==> src/logic/serial_defs.vh <==
`ifndef SERIAL_DEFS_VH
`define SERIAL_DEFS_VH
// ****************************************
// register byte addresses
// ****************************************
`define ADDR_DATA 4'h0
`define ADDR_STATUS 4'h4
`define ADDR_CONTROL 4'h8
`define ADDR_BAUD 4'hC
// ****************************************
// control fields
// ****************************************
`define CTL_TX_EN 0
`define CTL_RX_EN 1
`define CTL_NINE 2
`define CTL_BREAK 3
`define CTL_LONG_BRK 4
`define CTL_TX_INV 5
`define CTL_RX_INV 6
`define CTL_T8 7
`define CTL_RESET 8'h00
// ****************************************
// status fields
// ****************************************
`define ST_TX_BUFFER_EMPTY_FLAG 7
`define ST_TC 6
`define ST_RX_FULL_FLAG 5
`define ST_OR 3
`define ST_NF 2
`define ST_FE 1
`define ST_R8 0
// ****************************************
// divider and frame lengths
// ****************************************
`define BAUD_RESET 13'h0001
`define BRK_LEN_SHORT 4'hA
`define BRK_LEN_LONG 4'hD
`define FRAME_LEN 4'hA
`endif

==> src/logic/async_serial_transceiver.v <==
`timescale 1ns/100ps

`include "serial_defs.vh"
module async_serial_transceiver (
  input wire mclk_in, // bus clock
  input wire rst_n_in, // sync reset, active low
  input wire [3:0] avs_address_in, // byte address
  input wire avs_read_in, // read strobe
  input wire avs_write_in, // write strobe
  input wire [31:0] avs_writedata_in, // write data
  input wire [3:0] avs_byteenable_in, // byte lanes
  output reg [31:0] avs_readdata_out, // read data
  output reg avs_waitrequest_out, // stall
  input wire rxd_in, // serial receive line
  output reg txd_out, // serial transmit line
  output reg txd_oe_out // transmitter owns the pin
);

  // ****************************************
  // bus slave
  // ****************************************
  reg [7:0] ctl;
  reg [12:0] baud_div;
  reg ack;
  reg status_armed;
  reg tx_buffer_empty_flag; // transmit buffer empty
  reg tc; // transmit complete
  reg rx_full_flag; // receive buffer full
  reg ovr; // receive overrun
  reg nf; // noise seen in last character
  reg fe; // framing error
  reg [8:0] rx_buf;
  reg [8:0] tx_buf;

  // one wait state: the answer comes in the cycle after the request
  wire req = (avs_read_in | avs_write_in) & ~ack;
  wire do_rd = avs_read_in & ack;
  wire do_wr = avs_write_in & ack;
  wire rd_data = do_rd && avs_address_in == `ADDR_DATA;
  wire rd_stat = do_rd && avs_address_in == `ADDR_STATUS;
  wire wr_data = do_wr && avs_address_in == `ADDR_DATA
    && avs_byteenable_in[0];
  wire wr_ctl = do_wr && avs_address_in == `ADDR_CONTROL
    && avs_byteenable_in[0];
  // the divisor takes either byte lane
  wire wr_baud = do_wr && avs_address_in == `ADDR_BAUD;
  wire wr_baud_lo = wr_baud && avs_byteenable_in[0];
  wire wr_baud_hi = wr_baud && avs_byteenable_in[1];
  wire [7:0] status_word = {tx_buffer_empty_flag, tc, rx_full_flag, 1'b0, ovr, nf, fe, rx_buf[8]};
  wire nine = ctl[`CTL_NINE];
  always @(posedge mclk_in) begin
    if (!rst_n_in) begin
      ack <= 1'b0;
      avs_waitrequest_out <= 1'b1;
      avs_readdata_out <= 32'h00000000;
    end else begin
      ack <= req;
      avs_waitrequest_out <= ~req;
      // read data is captured with the answer and then held
      if (req && avs_read_in) begin
        case (avs_address_in)
          `ADDR_DATA: avs_readdata_out <= {24'h000000, rx_buf[7:0]};
          `ADDR_STATUS: avs_readdata_out <= {24'h000000, status_word};
          `ADDR_CONTROL: avs_readdata_out <= {24'h000000, ctl};
          `ADDR_BAUD: avs_readdata_out <= {19'h00000, baud_div};
          default: avs_readdata_out <= 32'h00000000;
        endcase
      end
    end
  end

  // ****************************************
  // register file
  // ****************************************
  always @(posedge mclk_in) begin
    if (!rst_n_in) begin
      ctl <= `CTL_RESET;
      baud_div <= `BAUD_RESET;
    end else begin
      if (wr_ctl)
        ctl <= avs_writedata_in[7:0];
      if (wr_baud_lo)
        baud_div[7:0] <= avs_writedata_in[7:0];
      if (wr_baud_hi)
        baud_div[12:8] <= avs_writedata_in[12:8];
    end
  end

  // ****************************************
  // baud generator
  // ****************************************
  reg [12:0] div_cnt;
  reg tick16;
  reg [3:0] tx_sub;

  wire tx_bit_tick = tick16 && tx_sub == 4'hF;
  // a divisor of zero stops the sample clock
  always @(posedge mclk_in) begin
    if (!rst_n_in) begin
      div_cnt <= 13'h0000;
      tick16 <= 1'b0;
      tx_sub <= 4'h0;
    end else begin
      tick16 <= 1'b0;
      if (baud_div != 13'h0000) begin
        if (div_cnt >= baud_div - 13'h0001) begin
          div_cnt <= 13'h0000;
          tick16 <= 1'b1;
        end else begin
          div_cnt <= div_cnt + 13'h0001;
        end
      end
      if (tick16)
        tx_sub <= tx_sub + 4'h1;
    end
  end

  // ****************************************
  // transmitter
  // ****************************************
  localparam TX_IDLE = 2'h0;
  localparam TX_BUSY = 2'h1;

  reg [1:0] tx_state;
  reg [10:0] tx_shift;
  reg [3:0] tx_left;
  reg tx_en_d;
  reg idle_q; // idle frame queued
  reg brk_q; // break queued
  reg brk_prev; // last send-break bit, for its falling edge
  reg tx_level;

  wire tx_en = ctl[`CTL_TX_EN];
  wire brk_now = ctl[`CTL_BREAK];
  wire [3:0] frame_len = `FRAME_LEN + {3'h0, nine};
  wire [3:0] brk_len = (ctl[`CTL_LONG_BRK] ? `BRK_LEN_LONG : `BRK_LEN_SHORT)
    + {3'h0, nine};
  // the shifter frees on the tick after its last bit
  wire tx_free = tx_state == TX_IDLE || tx_left == 4'h0;

  // ****************************************
  // transmit sequencer
  // ****************************************
  always @(posedge mclk_in) begin
    if (!rst_n_in) begin
      tx_state <= TX_IDLE;
      tx_shift <= 11'h7FF;
      tx_left <= 4'h0;
      tx_en_d <= 1'b0;
      idle_q <= 1'b0;
      brk_q <= 1'b0;
      brk_prev <= 1'b0;
      tx_buffer_empty_flag <= 1'b1;
      tc <= 1'b1;
      tx_buf <= 9'h000;
      tx_level <= 1'b1;
    end else begin
      tx_en_d <= tx_en;
      brk_prev <= brk_now;
      // a rising enable, first or after a clear, queues one idle frame
      if (tx_en && !tx_en_d)
        idle_q <= 1'b1;
      if (!brk_now && brk_prev)
        brk_q <= 1'b1;
      // a data write while the buffer is full is dropped
      if (wr_data && tx_buffer_empty_flag) begin
        tx_buf <= {ctl[`CTL_T8], avs_writedata_in[7:0]};
        tx_buffer_empty_flag <= 1'b0;
        tc <= 1'b0;
      end
      if (tx_bit_tick) begin
        if (tx_state == TX_BUSY && tx_left != 4'h0) begin
          tx_level <= tx_shift[0];
          // the top bit refills, so a break stays low to its end
          tx_shift <= {tx_shift[10], tx_shift[10:1]};
          tx_left <= tx_left - 4'h1;
        end
        if (tx_free) begin
          // a queued preamble leaves before a queued break
          if (idle_q) begin
            tx_shift <= 11'h7FF;
            tx_level <= 1'b1;
            tx_left <= frame_len - 4'h1;
            tx_state <= TX_BUSY;
            idle_q <= 1'b0;
          end else if (brk_q || (brk_now && tx_state == TX_BUSY
              && tx_shift == 11'h000 && tx_en)) begin
            tx_shift <= 11'h000;
            tx_level <= 1'b0;
            tx_left <= brk_len - 4'h1;
            tx_state <= TX_BUSY;
            brk_q <= brk_now;
          end else if (!tx_buffer_empty_flag && tx_en) begin
            if (nine)
              tx_shift <= {1'b1, 1'b1, tx_buf};
            else
              tx_shift <= {2'h3, 1'b1, tx_buf[7:0]};
            tx_level <= 1'b0;
            tx_left <= frame_len - 4'h1;
            tx_state <= TX_BUSY;
            tx_buffer_empty_flag <= 1'b1;
          end else begin
            tx_state <= TX_IDLE;
            tx_level <= 1'b1;
            if (tx_state == TX_BUSY)
              tc <= 1'b1;
          end
        end
      end
    end
  end

  // ****************************************
  // pin drivers
  // ****************************************
  // the pin stays owned until queued idle and break frames are out
  always @(posedge mclk_in) begin
    if (!rst_n_in) begin
      txd_out <= 1'b1;
      txd_oe_out <= 1'b0;
    end else begin
      txd_out <= tx_level ^ ctl[`CTL_TX_INV];
      txd_oe_out <= tx_en || tx_state == TX_BUSY || idle_q || brk_q;
    end
  end

  // ****************************************
  // receiver
  // ****************************************
  localparam RX_HUNT = 2'h0;
  localparam RX_START = 2'h1;
  localparam RX_DATA = 2'h2;

  reg [1:0] rx_state;
  reg [2:0] hist;
  reg [3:0] rt;
  reg [3:0] bit_idx;
  reg [2:0] votes;
  reg [9:0] rx_shift;
  reg noisy;

  wire rx_s = rxd_in ^ ctl[`CTL_RX_INV];
  // an edge is a zero sample after three ones
  wire edge_seen = hist == 3'h7 && !rx_s;
  // the stop bit comes after the start bit and all data bits
  wire [3:0] last_idx = 4'h9 + {3'h0, nine};
  wire [8:0] rx_word = nine ? rx_shift[9:1] : {1'b0, rx_shift[9:2]};
  wire rx_is_break = rx_word == 9'h000;
  // two of three votes decide a level
  wire maj = (votes[0] & votes[1]) | (votes[0] & rx_s) | (votes[1] & rx_s);
  wire disagree = (votes[0] != maj) || (votes[1] != maj) || (rx_s != maj);
  // the start bit level is fixed at zero by its earlier validation
  wire bit_level = bit_idx != 4'h0 && maj;
  wire bit_noise = (votes[0] != bit_level) || (votes[1] != bit_level)
    || (rx_s != bit_level);

  // ****************************************
  // receive framing
  // ****************************************
  always @(posedge mclk_in) begin
    if (!rst_n_in) begin
      rx_state <= RX_HUNT;
      hist <= 3'h0;
      rt <= 4'h0;
      bit_idx <= 4'h0;
      votes <= 3'h0;
      rx_shift <= 10'h000;
      noisy <= 1'b0;
      rx_buf <= 9'h000;
      rx_full_flag <= 1'b0;
      ovr <= 1'b0;
      nf <= 1'b0;
      fe <= 1'b0;
      status_armed <= 1'b0;
    end else begin
      // flags clear by a status read that saw one set, then a data read
      if (rd_stat)
        status_armed <= rx_full_flag | ovr | nf | fe;
      if (rd_data && status_armed) begin
        rx_full_flag <= 1'b0;
        ovr <= 1'b0;
        nf <= 1'b0;
        fe <= 1'b0;
        status_armed <= 1'b0;
      end
      if (tick16 && ctl[`CTL_RX_EN]) begin
        hist <= {hist[1:0], rx_s};
        rt <= rt + 4'h1;
        if (edge_seen) begin
          rt <= 4'h2;
          if (rx_state == RX_HUNT) begin
            rx_state <= RX_START;
            votes <= 3'h0;
            noisy <= 1'b0;
          end
        end
        // an edge sets phase two, so the edge sample counts as phase one
        case (rx_state)
          RX_START: begin
            if (rt == 4'h3)
              votes[0] <= rx_s;
            if (rt == 4'h5)
              votes[1] <= rx_s;
            if (rt == 4'h7) begin
              if (maj) begin
                rx_state <= RX_HUNT;
              end else begin
                noisy <= disagree;
                rx_state <= RX_DATA;
                bit_idx <= 4'h0;
              end
            end
            if (rt == 4'h9 || rt == 4'hA)
              noisy <= noisy | rx_s;
          end
          RX_DATA: begin
            if (rt == 4'h8)
              votes[0] <= rx_s;
            if (rt == 4'h9)
              votes[1] <= rx_s;
            if (rt == 4'hA) begin
              noisy <= noisy | bit_noise;
              rx_shift <= {bit_level, rx_shift[9:1]};
              bit_idx <= bit_idx + 4'h1;
              if (bit_idx == last_idx) begin
                rx_state <= RX_HUNT;
                if (!fe) begin
                  if (rx_full_flag) begin
                    // buffer still full: the new character is lost
                    ovr <= 1'b1;
                  end else begin
                    rx_full_flag <= 1'b1;
                    nf <= noisy | bit_noise;
                    fe <= !maj;
                    rx_buf <= rx_word;
                  end
                end
                if (!maj && !rx_is_break)
                  hist <= 3'h7;
              end
            end
          end
          default: ;
        endcase
      end
    end
  end

endmodule // async_serial_transceiver

==> config.mk <==
export PLATFORM = sky130hd
export DESIGN_NAME = async_serial_transceiver
export DESIGN_NICKNAME = d
export VERILOG_FILES = /design/src/logic/async_serial_transceiver.v
export VERILOG_INCLUDE_DIRS = /design/src /design/src/logic
export SDC_FILE = /design/constraint.sdc
export NUM_CORES = 1
export LEC_CHECK = 0
export ABC_CLOCK_PERIOD_IN_PS = 3500
export BUFFER_PORTS_ARGS = -buffer_cell sky130_fd_sc_hd__buf_2
export CORE_MARGIN = 4
export CORE_UTILIZATION = 59
export DETAILED_ROUTE_END_ITERATION = 8
export PLACE_DENSITY = 0.81
export SKIP_LAST_GASP = 1
export SLEW_MARGIN = 20
export SYNTH_ARGS = -nofsm -noshare
export SYNTH_HDL_FRONTEND = slang
export SYNTH_SLANG_ARGS = --single-unit
==> constraint.sdc <==
create_clock -name mclk_in -period 3.5 [get_ports mclk_in]
set_input_delay 0.175 -clock mclk_in [delete_from_list [all_inputs] [get_ports mclk_in]]
set_output_delay 0.175 -clock mclk_in [all_outputs]
set_load 0.02 [all_outputs]
==> out/metrics.cfg, run 1 <==
[sta]
rsz0062_at_grt=no
finalSetupViolations=0
worst_slew_pin_slew_ps=977
finalHoldViolCount=0
fin_setup_tns_ps=0
period_needed_ps=3060
max_freq_ghz=0.326
slew_headroom=0.347
final_max_slew_viol_count=0
finClkSkew_ps=6.63
timing.final.crit_share=0.875

[clocking]
cts_buffers=17
clock_latency_ps=420
clk_path_buf_depth=2
clock_sinks=127
cts.reportedPaths.clkPinSlew_ps=60
htreeDepth=4
root_buffer=clkbuf_16
tritoncts=built

[setup_path]
worstPathArrival_ps=3390
worstSetupStartpointType=register
endpoint=div_cnt[8]
critical_path_class=reg -> reg
r2r_slack_ps=440
worstSetupEndpointType=register
cp.required_ps=3820
r2r-start=baud_div[2]
crit_start=baud_div[2]
worstReg2RegEnd=div_cnt[8]
worstPathMaxFanout=14
worstRegToRegCells=11

[final_layout]
multi_input_area_um2=3850
final_area_um2=7470
diodes=0
fillers=835
syn2layout_area_growth_pct=10.9
regArea_um2=2540
finish.utilization=0.680
drive_gt1_frac=0.143
fin_nets=859

[power]
ir_drop_mv=0.398
power_leakage_uw=0.00276
p_per_area_nw_per_um2=445

[grt]
antenna_found_initial=0
grt_pass1_vias=5751
grt_pass1_wl_um=26800
grt-ovfl-total=0
grt_max_degree=47
track_usage=0.251

[detailed_routing]
via_per_inst=6.30
final_antenna_net_count=0
drc=0
wl_per_cell_um=17.2
dr.pass1.iters=5
drtIter0Drc=568
wl_um=16200
vias=5909

[place]
place.gp.congestion=0.886
dpl_cell_area_um2=6870
dpl.hpwl_um=11200
port_buffers=39

[floorplan]
ioPinCount=80
placementRows=38
fp.dieH_um=115
dieArea_um2=13200
die_w_um=115
initial_core_util=0.613
coreArea_um2=11000

[synth]
seq_area_frac_synth=0.377
synth_seq_cells=127
synth_common_cells=127 x dfxtp_1, 82 x nor2_1, 67 x nand2_1, 39 x mux2i_1, 38 x a21oi_1
syn_area_um2=6740
synth_edf_count=0
synth.distinct_cells=78
synth.top_cell.area_share=0.377
syn_area_per_cell_um2=8.83
async_reset_ff_frac=0
yosysMostFrequentCell=dfxtp_1
yosys_most_used_dff=dfxtp_1
yosysWarnings=0
yosys.area.top_type=dfxtp_1
synthCells=763
synth_area_leaders=dfxtp_1 38%, mux2i_1 5.8%, ha_1 5.4%

[run_status]
status=finished, final reports clean

[min_path]
hold_class=in -> reg

[flow_run]
maxCapViolCount=0

cell families after synthesis:
group           Yosys count  share of synthesized area
xor+xnor                 32                     0.0416
simple gates            268                      0.208
other cells               1                   0.000557
flops                   127                      0.377
compound gates          185                      0.195
buf+inv                  81                     0.0639
fa+ha+maj                29                     0.0539
mux                      40                     0.0596
layer usage:
layer  up-vias  part of all wire  GRT usage
met4         0             0.021     0.0892
met5         -                 0          0
met2       242              0.47      0.409
met1      2834              0.44      0.319
li1       2795                 -          -
met3        38             0.077     0.0711
critical path, stage by stage (launching register included):
cell and delay, ps:
dfxtp_1 370, or4_1 570, nor4_2 230, nand2b_1 130
nor4_2 200, xnor2_1 160, ha_1 260, nand4_1 100
a21oi_1 60, a2111oi_2 440, a21oi_4 210, a211oi_1 220
stage by stage:
| stage | cells | power [µW] | setup slack (ps) | hold slack [ps] |
|---|---|---|---|---|
| floorplan | 781 | 1620 | 638 | 313 |
| global route | 938 | 3430 | 106 | 28.3 |
| finish | 938 | 3330 | 437 | 16.9 |
| CTS | 938 | 3330 | 175 | 6.58 |
| global placement | 905 | 1650 | 442 | 415 |
| detailed placement | 905 | 1650 | 197 | 428 |
how the worst min path moves through the flow:
stage                               from      endpoint  depth (start not counted)
floorplan            avs_writedata_in[0]   baud_div[0]                          2
global placement    avs_writedata_in[10]  baud_div[10]                          3
detailed placement   avs_writedata_in[9]   baud_div[9]                          3
CTS                 avs_writedata_in[11]  baud_div[11]                          3
global route        avs_writedata_in[11]  baud_div[11]                          3
finish              avs_writedata_in[11]  baud_div[11]                          3
layout by cell type, fill, tap and decap left out, types with 10 or more instances in the layout:
cell       count
dfxtp_1      127
nor2_1        82
nand2_1       67
mux2i_1       39
buf_2         39
a21oi_1       38
o21ai_0       29
ha_1          29
xnor2_1       24
a22oi_1       24
nand3_1       22
a31oi_1       19
conb_1        19
inv_1         18
nor3_1        18
clkbuf_16     17
nand4_1       13
a211oi_1      10
cell type report:
| cell class | count | area share |
|---|---|---|
| clock inverter | 11 | 0.0144 |
| multi-input combinational | 573 | 0.515 |
| tap | 140 | 0.0234 |
| inverter | 19 | 0.00955 |
| sequential | 127 | 0.340 |
| clock buffer | 21 | 0.0630 |
| timing repair buffer | 47 | 0.0345 |
power by group:
| group | switching (µW) | internal (µW) |
|---|---|---|
| combinational | 106 | 42.5 |
| clock | 663 | 1040 |
| sequential | 16.9 | 1460 |
| total | 786 | 2540 |
registers in the layout, summed over array words and instances, names as in the netlist, 8 cells and up:
| register | count |
|---|---|
| div_cnt | 13 |
| avs_readdata_out | 13 |
| tx_shift | 11 |
| baud_div | 13 |
| tx_buf | 9 |
| ctl | 8 |
| rx_shift | 9 |
| rx_buf | 9 |
what timing repair did:
action	4_1_cts	5_1_grt
resized for setup	0	3
setup endpoints to repair	0	14
hold endpoints to repair	1	0
buffers inserted	0	0
hold buffers	1	0
(Power assumes the default switching activity.)
==> run 2: changes to the inputs <==
--- a/config.mk
+++ b/config.mk
@@ -10,6 +10,7 @@
 export BUFFER_PORTS_ARGS = -buffer_cell sky130_fd_sc_hd__buf_2
 export CORE_MARGIN = 4
 export CORE_UTILIZATION = 59
+export CTS_BUF_LIST = sky130_fd_sc_hd__clkbuf_16
 export DETAILED_ROUTE_END_ITERATION = 8
 export PLACE_DENSITY = 0.81
 export SKIP_LAST_GASP = 1
==> out/metrics.cfg, run 2 (synthesized netlist as in run 1, its figures left out) <==
[run_status]
status=finished, final reports clean

[clocking]
clk_path_buf_depth=2  ; unchanged
postCtsSetupBuffers=0  ; unchanged
root_buffer=clkbuf_16
cts_buffers=17  ; unchanged
clock_latency_ps=420  ; about the same
htreeDepth=4  ; unchanged
tritoncts=built
cts.reportedPaths.clkPinSlew_ps=60  ; about the same
clock_sinks=127  ; unchanged

[floorplan]
dieArea_um2=13200  ; unchanged
coreArea_um2=11000  ; unchanged
placementRows=38  ; unchanged
initial_core_util=0.613  ; unchanged
die_w_um=115  ; unchanged
ioPinCount=80  ; unchanged
fp.dieH_um=115  ; unchanged

[sta]
worst_slew_pin_slew_ps=967  ; -10.1 ps
final_max_slew_viol_count=0  ; unchanged
finalSetupViolations=0  ; unchanged
rsz0062_at_grt=no
finClkSkew_ps=7.25  ; +0.616 ps
period_needed_ps=3060  ; -3.60 ps
timing.final.crit_share=0.874  ; -0.00103
slew_headroom=0.354  ; +0.00674
max_freq_ghz=0.327  ; +0.12%
finalHoldViolCount=0  ; unchanged
fin_setup_tns_ps=0  ; unchanged

[detailed_routing]
wl_per_cell_um=17.2  ; -0.47%
final_antenna_net_count=0  ; unchanged
via_per_inst=6.27  ; -0.46%
vias=5882  ; -0.46%
dr.pass1.iters=5  ; unchanged
drtIter0Drc=498  ; -12%
drc=0  ; unchanged
wl_um=16100  ; -0.47%

[power]
p_per_area_nw_per_um2=437  ; -1.8%
power_leakage_uw=0.00275  ; -0.46%
ir_drop_mv=0.400  ; +0.50%
power_uw=3250  ; -2.2%

[grt]
antenna_found_initial=0  ; unchanged
grt-ovfl-total=0  ; unchanged
grt_pass1_vias=5747  ; -0.070%
grt_max_degree=47  ; unchanged
track_usage=0.251  ; -0.000495
grt_pass1_wl_um=26700  ; -0.26%

[setup_path]
cp.required_ps=3820  ; about the same
worstRegToRegCells=11  ; unchanged
endpoint=div_cnt[8]
critical_path_class=reg -> reg
slowest_stage=or4_1
worstPathArrival_ps=3380  ; about the same
crit_start=baud_div[2]
worst-path-buf-inv=0  ; unchanged
r2r-start=baud_div[2]
worstSetupEndpointType=register
worstSetupStartpointType=register
crit_top_cell=nor4_2
critical_path_depth=11  ; unchanged
path_delay_family=simple AND/OR/NAND/NOR gates
path_cells=or4_1 > nor4_2 > nand2b_1 > nor4_2 > xnor2_1 > ha_1 > nand4_1 > a21oi_1 > a2111oi_2 > a21oi_4 > a211oi_1
r2r_slack_ps=440  ; about the same
worstReg2RegEnd=div_cnt[8]
worstPathMaxFanout=14  ; unchanged
slowest_delay_ps=570  ; about the same

[place]
port_buffers=39  ; unchanged
dpl.hpwl_um=11200  ; unchanged
place_inst=905  ; unchanged
place.gp.congestion=0.886  ; unchanged

[final_layout]
diodes=0  ; unchanged
fillers=836  ; +0.12%
mostFrequentLayoutCells=127 x dfxtp_1, 82 x nor2_1, 67 x nand2_1
drive_gt1_frac=0.139  ; -0.00376
multi_input_area_um2=3850  ; unchanged
mostFrequentLayoutCell=dfxtp_1
fin_nets=859  ; unchanged
regArea_um2=2540  ; unchanged
finish.utilization=0.677  ; -0.00273
top_regs=avs_readdata_out x13, baud_div x13, div_cnt x13
layoutNonFillerInstCount=938  ; unchanged
syn2layout_area_growth_pct=10.5

[min_path]
hold_class=in -> reg

[flow_run]
maxCapViolCount=0  ; unchanged

==> run 2: cell types whose count changed in the layout (fill, tap and decap cells not counted) <==
| cell | previous run | this run |
|---|---|---|
| clkbuf_8 | 3 | 0 |
| clkbuf_1 | 1 | 0 |
| clkinv_1 | 0 | 3 |
| inv_1 | 18 | 19 |
==> run 2: repair_timing <==
action / 4_1_cts / 5_1_grt
setup endpoints to repair: 0 / 14
endpoints found under the hold margin: 1 / 0
hold buffers: 1 / 0
gates resized for setup: 0 / 3
==> run 2: worst min-delay path by stage <==
stage                    startpoint            to  depth (start not counted)
2_1_floorplan   avs_writedata_in[0]   baud_div[0]                          2
3_3_place_gp   avs_writedata_in[10]  baud_div[10]                          3
3_5_place_dp    avs_writedata_in[9]   baud_div[9]                          3
4_1_cts        avs_writedata_in[11]  baud_div[11]                          3
5_1_grt        avs_writedata_in[11]  baud_div[11]                          3
6_report       avs_writedata_in[11]  baud_div[11]                          3
==> run 2: cell type report <==
| class | count | area share |
|---|---|---|
| Clock inverter | 15 | 0.0165 |
| Tap cell | 140 | 0.0235 |
| Clock buffer | 17 | 0.0572 |
| Inverter | 19 | 0.00958 |
| Sequential cell | 127 | 0.342 |
| Timing Repair Buffer | 47 | 0.0346 |
| Multi-Input combinational cell | 573 | 0.517 |
==> run 2: metrics by stage <==
stage	setup slack [ps]	cell area [µm²]	hold WS, ps
final	441	7440	17.7
after global routing	106	7440	28.3
after CTS	175	7420	6.58
after detailed placement	197	6870	428
after global placement	442	6870	415
after floorplan	638	6800	313
==> run 2: worst reg2reg max path: stages (launching register included) <==
cell and delay [ps]:
dfxtp_1 360, or4_1 570, nor4_2 230, nand2b_1 130
nor4_2 200, xnor2_1 160, ha_1 260, nand4_1 100
a21oi_1 60, a2111oi_2 440, a21oi_4 210, a211oi_1 230
==> run 2: power by group <==
part	switching [µW]	internal, µW	leakage, µW
registers	16.7	1460	0.00103
logic	105	42.5	0.00147
clock network	660	967	0.000256
==> run 2: layer usage <==
metal  GRT usage  up-vias  wire (µm)
li1            -     2792          -
met1       0.318     2824       6950
met2       0.407      229       7630
met3      0.0726       37       1210
met4      0.0892        0        308
met5           0        -          0
